--- src/psrc_pkg.sv ---
package psrc_pkg;

  // ------------------------------------------------------------
  // Register map
  // ------------------------------------------------------------
  localparam logic [31:0] BASE_ADDR = 32'h400FE000;
  localparam logic [11:0] OFS_CTRL_ONE = 12'h044;
  localparam logic [11:0] OFS_CTRL_TWO = 12'h048;
  localparam logic [11:0] OFS_CAP_FOUR = 12'h04C;
  localparam logic [31:0] CTRL_ONE_RST = 32'h00000000;
  localparam logic [31:0] CTRL_TWO_RST = 32'h00000000;
  localparam logic [31:0] CAP_FOUR_RST = 32'h500000FF;

  // ------------------------------------------------------------
  // Writable field masks
  // ------------------------------------------------------------
  localparam logic [31:0] CTRL_ONE_WMASK = 32'h00001037;
  localparam logic [31:0] CTRL_TWO_WMASK = 32'h500000FF;

  // ------------------------------------------------------------
  // Field positions
  // ------------------------------------------------------------
  localparam int BIT_ETHER_PHY = 30;
  localparam int BIT_ETHER_MAC = 28;
  localparam int BIT_PORT_H = 7;
  localparam int BIT_PORT_A = 0;
  localparam int BIT_TWOWIRE_ZERO = 12;
  localparam int BIT_SYNCSERIAL_ONE = 5;
  localparam int BIT_SYNCSERIAL_ZERO = 4;
  localparam int BIT_ASYNC_TWO = 2;
  localparam int BIT_ASYNC_ONE = 1;
  localparam int BIT_ASYNC_ZERO = 0;

  localparam logic [1:0] RESP_OKAY = 2'h0;
  localparam logic [1:0] RESP_SLVERR = 2'h2;

  // Peripheral reset outputs
  typedef struct packed {
    logic ether_phy;
    logic ether_mac;
    logic [7:0] port;
    logic twowire_zero;
    logic [1:0] syncserial;
    logic [2:0] async_serial;
  } psrc_resets_t;

endpackage : psrc_pkg

--- src/psrc_top.sv ---
// Register access over AXI4-Lite was decided locally.
`timescale 1ns/100ps
module psrc_top #(
  parameter logic [31:0] CAP_FOUR_VAL = psrc_pkg::CAP_FOUR_RST
) (
  input wire logic mclk,
  input wire logic sys_rst,
  input wire logic [31:0] s_axi_awaddr,
  input wire logic s_axi_awvalid,
  output logic s_axi_awready,
  input wire logic [31:0] s_axi_wdata,
  input wire logic [3:0] s_axi_wstrb,
  input wire logic s_axi_wvalid,
  output logic s_axi_wready,
  output logic [1:0] s_axi_bresp,
  output logic s_axi_bvalid,
  input wire logic s_axi_bready,
  input wire logic [31:0] s_axi_araddr,
  input wire logic s_axi_arvalid,
  output logic s_axi_arready,
  output logic [31:0] s_axi_rdata,
  output logic [1:0] s_axi_rresp,
  output logic s_axi_rvalid,
  input wire logic s_axi_rready,
  output psrc_pkg::psrc_resets_t periph_rst
);

  // ------------------------------------------------------------
  // State
  // ------------------------------------------------------------
  typedef struct packed {
    logic aw_have;
    logic [11:0] aw_addr;
    logic w_have;
    logic [31:0] w_data;
    logic [3:0] w_strb;
    logic bvalid;
    logic [1:0] bresp;
    logic rvalid;
    logic [31:0] rdata;
    logic [1:0] rresp;
    logic [31:0] ctrl_one;
    logic [31:0] ctrl_two;
    psrc_pkg::psrc_resets_t rst_out;
    // Readies kept as flops so no port sits behind a gate
    logic aw_free;
    logic w_free;
    logic ar_free;
  } psrc_state_t;

  psrc_state_t st_r;
  psrc_state_t st_nxt;
  logic [31:0] cap_four;
  logic [31:0] strb_mask;
  logic [31:0] wr_mask;
  logic do_write;
  logic [11:0] wr_word;
  logic [11:0] rd_word;
  logic wr_mapped;

  // Word addresses; byte-lane bits 1:0 never pick a register
  assign wr_word = {st_r.aw_addr[11:2], 2'h0};
  assign rd_word = {s_axi_araddr[11:2], 2'h0};
  // Only the checks read this, to tell an unmapped write apart
  assign wr_mapped = (wr_word == psrc_pkg::OFS_CTRL_ONE)
                     || (wr_word == psrc_pkg::OFS_CTRL_TWO)
                     || (wr_word == psrc_pkg::OFS_CAP_FOUR);

  // Capability mask is a build-time constant
  assign cap_four = CAP_FOUR_VAL;

  // ------------------------------------------------------------
  // Next state
  // ------------------------------------------------------------
  always_comb
  begin
    st_nxt = st_r;
    strb_mask = {{8{st_r.w_strb[3]}}, {8{st_r.w_strb[2]}},
                 {8{st_r.w_strb[1]}}, {8{st_r.w_strb[0]}}};
    wr_mask = 32'h00000000;
    do_write = st_r.aw_have && st_r.w_have && !st_r.bvalid;
    // Address and data accepted in either order
    if (s_axi_awvalid && !st_r.aw_have)
    begin
      st_nxt.aw_have = 1'b1;
      st_nxt.aw_addr = s_axi_awaddr[11:0];
    end
    if (s_axi_wvalid && !st_r.w_have)
    begin
      st_nxt.w_have = 1'b1;
      st_nxt.w_data = s_axi_wdata;
      st_nxt.w_strb = s_axi_wstrb;
    end
    if (do_write)
    begin
      st_nxt.aw_have = 1'b0;
      st_nxt.w_have = 1'b0;
      st_nxt.bvalid = 1'b1;
      st_nxt.bresp = psrc_pkg::RESP_OKAY;
      case (wr_word)
        psrc_pkg::OFS_CTRL_ONE:
        begin
          wr_mask = strb_mask & psrc_pkg::CTRL_ONE_WMASK;
          st_nxt.ctrl_one = (st_r.ctrl_one & ~wr_mask)
                            | (st_r.w_data & wr_mask);
        end
        psrc_pkg::OFS_CTRL_TWO:
        begin
          // Masked-off bits keep their value
          wr_mask = strb_mask & psrc_pkg::CTRL_TWO_WMASK
                    & cap_four;
          st_nxt.ctrl_two = (st_r.ctrl_two & ~wr_mask)
                            | (st_r.w_data & wr_mask);
        end
        psrc_pkg::OFS_CAP_FOUR:
        begin
          wr_mask = 32'h00000000; // Read-only, write dropped
        end
        default:
        begin
          st_nxt.bresp = psrc_pkg::RESP_SLVERR;
        end
      endcase
    end
    if (st_r.bvalid && s_axi_bready)
    begin
      st_nxt.bvalid = 1'b0;
    end
    // Read path, one read in flight
    if (st_r.rvalid && s_axi_rready)
    begin
      st_nxt.rvalid = 1'b0;
    end
    if (s_axi_arvalid && !st_r.rvalid)
    begin
      st_nxt.rvalid = 1'b1;
      st_nxt.rresp = psrc_pkg::RESP_OKAY;
      case (rd_word)
        psrc_pkg::OFS_CTRL_ONE: st_nxt.rdata = st_r.ctrl_one;
        psrc_pkg::OFS_CTRL_TWO: st_nxt.rdata = st_r.ctrl_two;
        psrc_pkg::OFS_CAP_FOUR: st_nxt.rdata = cap_four;
        default:
        begin
          st_nxt.rdata = 32'h00000000;
          st_nxt.rresp = psrc_pkg::RESP_SLVERR;
        end
      endcase
    end
    // Readies follow the next parked state, so a beat drops its
    // ready on the very edge that takes it
    st_nxt.aw_free = !st_nxt.aw_have;
    st_nxt.w_free = !st_nxt.w_have;
    st_nxt.ar_free = !st_nxt.rvalid;
    // Reset lines follow stored bits, one cycle later
    st_nxt.rst_out.ether_phy =
      st_r.ctrl_two[psrc_pkg::BIT_ETHER_PHY];
    st_nxt.rst_out.ether_mac =
      st_r.ctrl_two[psrc_pkg::BIT_ETHER_MAC];
    st_nxt.rst_out.port = st_r.ctrl_two[psrc_pkg::BIT_PORT_H:
                                        psrc_pkg::BIT_PORT_A];
    st_nxt.rst_out.twowire_zero =
      st_r.ctrl_one[psrc_pkg::BIT_TWOWIRE_ZERO];
    st_nxt.rst_out.syncserial =
      {st_r.ctrl_one[psrc_pkg::BIT_SYNCSERIAL_ONE],
       st_r.ctrl_one[psrc_pkg::BIT_SYNCSERIAL_ZERO]};
    st_nxt.rst_out.async_serial =
      {st_r.ctrl_one[psrc_pkg::BIT_ASYNC_TWO],
       st_r.ctrl_one[psrc_pkg::BIT_ASYNC_ONE],
       st_r.ctrl_one[psrc_pkg::BIT_ASYNC_ZERO]};
  end

  // ------------------------------------------------------------
  // State register
  // ------------------------------------------------------------
  always_ff @(posedge mclk)
  begin
    if (sys_rst)
    begin
      st_r <= '0;
      st_r.ctrl_one <= psrc_pkg::CTRL_ONE_RST;
      st_r.ctrl_two <= psrc_pkg::CTRL_TWO_RST;
      st_r.aw_free <= 1'b1;
      st_r.w_free <= 1'b1;
      st_r.ar_free <= 1'b1;
    end
    else
    begin
      st_r <= st_nxt;
    end
  end

  // Ready held low while a beat is parked, giving back-pressure
  assign s_axi_awready = st_r.aw_free;
  assign s_axi_wready = st_r.w_free;
  assign s_axi_bvalid = st_r.bvalid;
  assign s_axi_bresp = st_r.bresp;
  assign s_axi_arready = st_r.ar_free;
  assign s_axi_rvalid = st_r.rvalid;
  assign s_axi_rdata = st_r.rdata;
  assign s_axi_rresp = st_r.rresp;
  assign periph_rst = st_r.rst_out;

  // ------------------------------------------------------------
  // Checks
  // ------------------------------------------------------------
  // Second-register bits outside the capability mask never move
  a_two_masked: assert property (
    @(posedge mclk) disable iff (sys_rst)
    ((st_r.ctrl_two ^ $past(st_r.ctrl_two)) & ~cap_four) == 32'h0)
    else $error("masked bit of second register changed");
  a_two_reserved: assert property (
    @(posedge mclk) disable iff (sys_rst)
    (st_r.ctrl_two & ~psrc_pkg::CTRL_TWO_WMASK) == 32'h0)
    else $error("reserved bit set in second register");
  a_one_reserved: assert property (
    @(posedge mclk) disable iff (sys_rst)
    (st_r.ctrl_one & ~psrc_pkg::CTRL_ONE_WMASK) == 32'h0)
    else $error("reserved bit set in first register");
  // No disable here: it must look at the edge right after reset
  a_reset_zero: assert property (
    @(posedge mclk)
    $past(sys_rst) |-> st_r.ctrl_two == 32'h0 && st_r.ctrl_one == 32'h0)
    else $error("registers not zero after reset");
  // Each line repeats its stored bit one edge later
  a_phy_follow: assert property (
    @(posedge mclk) disable iff (sys_rst)
    ##1 periph_rst.ether_phy == $past(st_r.ctrl_two[30]))
    else $error("phy reset does not follow its bit");
  a_mac_follow: assert property (
    @(posedge mclk) disable iff (sys_rst)
    ##1 periph_rst.ether_mac == $past(st_r.ctrl_two[28]))
    else $error("mac reset does not follow its bit");
  a_port_follow: assert property (
    @(posedge mclk) disable iff (sys_rst)
    ##1 periph_rst.port == $past(st_r.ctrl_two[7:0]))
    else $error("port resets do not follow bits");
  a_twowire_follow: assert property (
    @(posedge mclk) disable iff (sys_rst)
    ##1 periph_rst.twowire_zero == $past(st_r.ctrl_one[12]))
    else $error("two-wire reset does not follow bit");
  a_sync_follow: assert property (
    @(posedge mclk) disable iff (sys_rst)
    ##1 periph_rst.syncserial == $past({st_r.ctrl_one[5], st_r.ctrl_one[4]}))
    else $error("sync serial resets do not follow");
  a_async_follow: assert property (
    @(posedge mclk) disable iff (sys_rst)
    ##1 periph_rst.async_serial == $past(st_r.ctrl_one[2:0]))
    else $error("async serial resets do not follow");
  // A held bit keeps its unit in reset, a cleared one lets it go
  a_hold_reset: assert property (
    @(posedge mclk) disable iff (sys_rst)
    st_r.ctrl_two[30] && !do_write |=> ##1 periph_rst.ether_phy)
    else $error("phy released while bit held");
  a_hold_mac: assert property (
    @(posedge mclk) disable iff (sys_rst)
    st_r.ctrl_two[28] && !do_write |=> ##1 periph_rst.ether_mac)
    else $error("mac released while bit held");
  a_release_phy: assert property (
    @(posedge mclk) disable iff (sys_rst)
    !st_r.ctrl_two[30] && !do_write |=> ##1 !periph_rst.ether_phy)
    else $error("phy held after its bit cleared");
  a_release_port: assert property (
    @(posedge mclk) disable iff (sys_rst)
    !st_r.ctrl_two[0] && !do_write |=> ##1 !periph_rst.port[0])
    else $error("port A held after its bit cleared");

  // ------------------------------------------------------------
  // Bus checks
  // ------------------------------------------------------------
  // Full-word writes land on the writable bits only
  a_one_lands: assert property (
    @(posedge mclk) disable iff (sys_rst)
    do_write && wr_word == psrc_pkg::OFS_CTRL_ONE && st_r.w_strb == 4'hF
    |=> st_r.ctrl_one == ($past(st_r.w_data) & psrc_pkg::CTRL_ONE_WMASK))
    else $error("first register write did not land");
  a_two_lands: assert property (
    @(posedge mclk) disable iff (sys_rst)
    do_write && wr_word == psrc_pkg::OFS_CTRL_TWO && st_r.w_strb == 4'hF
    |=> ((st_r.ctrl_two ^ $past(st_r.w_data)) & cap_four
         & psrc_pkg::CTRL_TWO_WMASK) == 32'h0)
    else $error("second register write did not land");
  // Unmapped words answer with an error, mapped ones with okay
  a_bad_write: assert property (
    @(posedge mclk) disable iff (sys_rst)
    do_write && !wr_mapped |=> s_axi_bresp == psrc_pkg::RESP_SLVERR)
    else $error("unmapped write not answered with error");
  a_good_write: assert property (
    @(posedge mclk) disable iff (sys_rst)
    do_write && wr_mapped |=> s_axi_bresp == psrc_pkg::RESP_OKAY)
    else $error("mapped write answered with error");
  a_bad_rdata: assert property (
    @(posedge mclk) disable iff (sys_rst)
    s_axi_rvalid && s_axi_rresp == psrc_pkg::RESP_SLVERR
    |-> s_axi_rdata == 32'h0)
    else $error("unmapped read returned data");
  // Reads return the word as stored before the taking edge
  a_read_one: assert property (
    @(posedge mclk) disable iff (sys_rst)
    s_axi_arvalid && s_axi_arready && rd_word == psrc_pkg::OFS_CTRL_ONE
    |=> s_axi_rdata == $past(st_r.ctrl_one))
    else $error("first register read returned wrong word");
  a_read_two: assert property (
    @(posedge mclk) disable iff (sys_rst)
    s_axi_arvalid && s_axi_arready && rd_word == psrc_pkg::OFS_CTRL_TWO
    |=> s_axi_rdata == $past(st_r.ctrl_two))
    else $error("second register read returned wrong word");

endmodule : psrc_top

--- config.mk ---
export PLATFORM = sky130hd
export DESIGN_NAME = psrc_top
export DESIGN_NICKNAME = d
export VERILOG_FILES = /design/src/psrc_pkg.sv /design/src/psrc_top.sv
export SDC_FILE = /design/constraint.sdc
export NUM_CORES = 1
export LEC_CHECK = 0
export ABC_AREA = 1
export ABC_CLOCK_PERIOD_IN_PS = 1400
export BUFFER_PORTS_ARGS = -buffer_cell sky130_fd_sc_hd__buf_2
export CAP_MARGIN = 20
export CORE_MARGIN = 4
export CORE_UTILIZATION = 45
export CTS_CLUSTER_DIAMETER = 40
export DETAILED_ROUTE_END_ITERATION = 10
export PLACE_DENSITY = 0.8
export SYNTH_ARGS = -nofsm -noshare
export SYNTH_HDL_FRONTEND = slang
export SYNTH_SLANG_ARGS = --single-unit
export TNS_END_PERCENT = 100
--- constraint.sdc ---
create_clock -name mclk -period 1.4 [get_ports mclk]
set_input_delay 0.21 -clock mclk [delete_from_list [all_inputs] [get_ports mclk]]
set_output_delay 0.21 -clock mclk [all_outputs]
set_load 0.01 [all_outputs]
==> flow_summary_export.csv <==
group,metric,value,unit
critical_path,cp-end-kind,"register",
sta,rsz0062_at_grt,"no",
cts,numCtsBuffers,9,
sta,fmax,796.1,MHz
sta,min_period_over_period,0.8973,
route,antenna_left,0,
synthesis,synth_area,3173,um2
die,dieArea,8458,um2
sta,hold_violations,0,
global_routing,antenna_found_initial,0,
critical_path,cp-start-kind,"register",
synthesis,avgSynthCellArea,7.501,um2
die,die_x,91.97,um
critical_path,critPathMaxFanout,16,
sta,setup_violations,0,
cts,clock_sink_count,76,
sta,setup-tns-final,0,ns
cts,cts_root_buf,"clkbuf_8",
sta,slew_viol_final,0,
critical_path,cpMaxStageDelayCell,"dfxtp_1",
cts,cts_setup_buffers,0,
cts,clock_latency,0.34,ns
cts,cts_tree,"done",
cells_and_area,layout_common_cells,"100 x nor2_1, 76 x nand2_1, 76 x dfxtp_1",
critical_path,crit_family,"simple AND/OR/NAND/NOR gates",
route,via_per_inst,4.333,
pwr,powerDensity,1262,nW/um2
cells_and_area,layout.nets,580,
cells_and_area,layout_commonest_cell,"nor2_1",
cts,cts-htree-levels,3,
pwr,power.leakage,1.825,nW
die,rows,30,
die,die_h,91.97,um
global_routing,grt_overflow,0,
placed_design,gp_congestion,0.7985,
cells_and_area,fillCellCount,695,
hold_path,holdCritPathClass,"input pin to register",
global_routing,grt_pass1_vias,2133,
route,drtIter0Drc,93,
placed_design,port_buffers,74,
run,drv_cap,0,
critical_path,critPathKind,"register to register",
critical_path,path_cells,"nor2_1 > nand3_2 > nor2_4 > nand3_4 > nand2_1 > nand2_1 > nor2_1",
cts,cts_hold_buf,0,
status,status,"finished, final reports clean",
synthesis,synth.distinct_cells,23,
cells_and_area,final-seq-area,1521,um2
global_routing,grt_max_degree,32,
route,drc,0,
critical_path,slowest_delay,0.32,ns
placed_design,post-place-cells,558,
cells_and_area,antennaDiodeCount,0,
placed_design,dp.final_hpwl,4.416,mm
die,start_util,0.4645,
cts,cts_buffer_depth,2,
global_routing,grt_pass1_wl,9.356,mm
sta,skew,0.008398,ns
cts,clk_pin_slew,0.07,ns
route,drt_wl_total,5.827,mm
sta,layout_min_cycle_time,1.256,ns
synthesis,postSynthCellCount,423,
route,drt-pass1-iter-count,4,
die,core,6832,um2
cells_and_area,multi_input_area,1160,um2
synthesis,yosys_warnings,0,
critical_path,cp.arrival,1.54,ns
synthesis,synth_seq_cells,76,
synthesis,yosysSeqAreaShare,0.4795,
cells_and_area,synthToLayoutAreaGrowth,13.37,%
route,routedWlPerCell,10.17,um
pwr,ir_drop,669.1,uV
route,via_count,2483,
die,ios,164,
cells_and_area,layout-drive-gt1-share,0.2243,
cells_and_area,stdcell_count,573,
critical_path,cp_num_buf_inv,0,
global_routing,groute.usage.overall,0.1396,
critical_path,worstPathRequired,1.68,ns
[worst reg2reg max path, delay by kind of cell, from the launching register on]
kind | cells | cell delay, ns
and+or+nand+nor | 7 | 0.88
DFF | 1 | 0.32
[cells by family after synthesis]
family | count (synthesis) | synth area share
and+or+nand+nor | 201 | 0.2595
other | 1 | 0.001182
AOI/OAI and AO/OA | 46 | 0.07571
buffers and inverters | 99 | 0.1841
DFF | 76 | 0.4795
[per-stage QoR]
| stage | util | worst slack, ns | cell area, um2 | hold slack (ns) | power, mW |
|---|---|---|---|---|---|
| after floorplan | - | 0.2557 | 3256 | 0.3108 | 2.605 |
| after global placement | 0.4914 | 0.1348 | 3357 | 0.3976 | 2.664 |
| after detailed placement | 0.4914 | 0.1167 | 3357 | 0.4023 | 2.677 |
| after CTS | 0.5251 | 0.1020 | 3587 | 0.03189 | 4.583 |
| after global routing | 0.5266 | 0.01089 | 3597 | 0.03556 | 4.755 |
| final | 0.5266 | 0.1438 | 3597 | 0.04919 | 4.539 |
[path summary, 6_finish.rpt]
| path | start | end | slack (ns) | cells after the start |
|---|---|---|---|---|
| setup / recovery | st_r[165] | register | 0.14 | 7 |
| hold / removal | s_axi_bready | s_axi_bvalid | 0.05 | 2 |
| setup reg to reg | st_r[165] | register | 0.14 | 7 |
| hold reg to reg | register | periph_rst[2] | 0.45 | 2 |
[synthesized netlist by cell type (all sizes together)]
cell / instances / area, um2
a21oi: 14 / 70.07
buf: 59 / 434.2
clkbuf: 8 / 30.03
clkinv: 1 / 3.750
conb: 1 / 3.750
dfxtp: 76 / 1521
inv: 31 / 116.4
nand2: 76 / 285.3
nand3: 18 / 112.6
nand4: 1 / 6.260
nor2: 105 / 409.1
nor3: 1 / 10.01
o211ai: 2 / 15.01
o21ai: 28 / 140.1
o31ai: 2 / 15.01
[final cells by class]
type,count,area share
Multi-Input combinational cell,270,0.3224
Timing Repair Buffer,84,0.1238
Sequential cell,76,0.4230
Clock inverter,4,0.02748
Tap cell,96,0.03339
Clock buffer,11,0.03652
Inverter,32,0.03339
[report_power, final]
part | total (mW) | switching [mW] | internal (mW)
sequential | 2.29 | 0.0479 | 2.24
combinational | 0.340 | 0.213 | 0.127
clock | 1.91 | 0.732 | 1.18
[per-layer routing]
layer | GRT usage | vias to the layer above | part of all wire
li1 | - | 1323 | -
met1 | 0.1612 | 1073 | 0.43
met4 | 0.05322 | 0 | 0.013
met2 | 0.2202 | 81 | 0.45
met3 | 0.07137 | 6 | 0.10
met5 | 0 | - | 0
[repair_timing]
| action | in CTS | in global routing |
|---|---|---|
| gates resized for setup | 0 | 2 |
| endpoints found under the setup margin | 0 | 3 |
| hold endpoints to repair | 0 | 0 |
(Power assumes the default switching activity.)
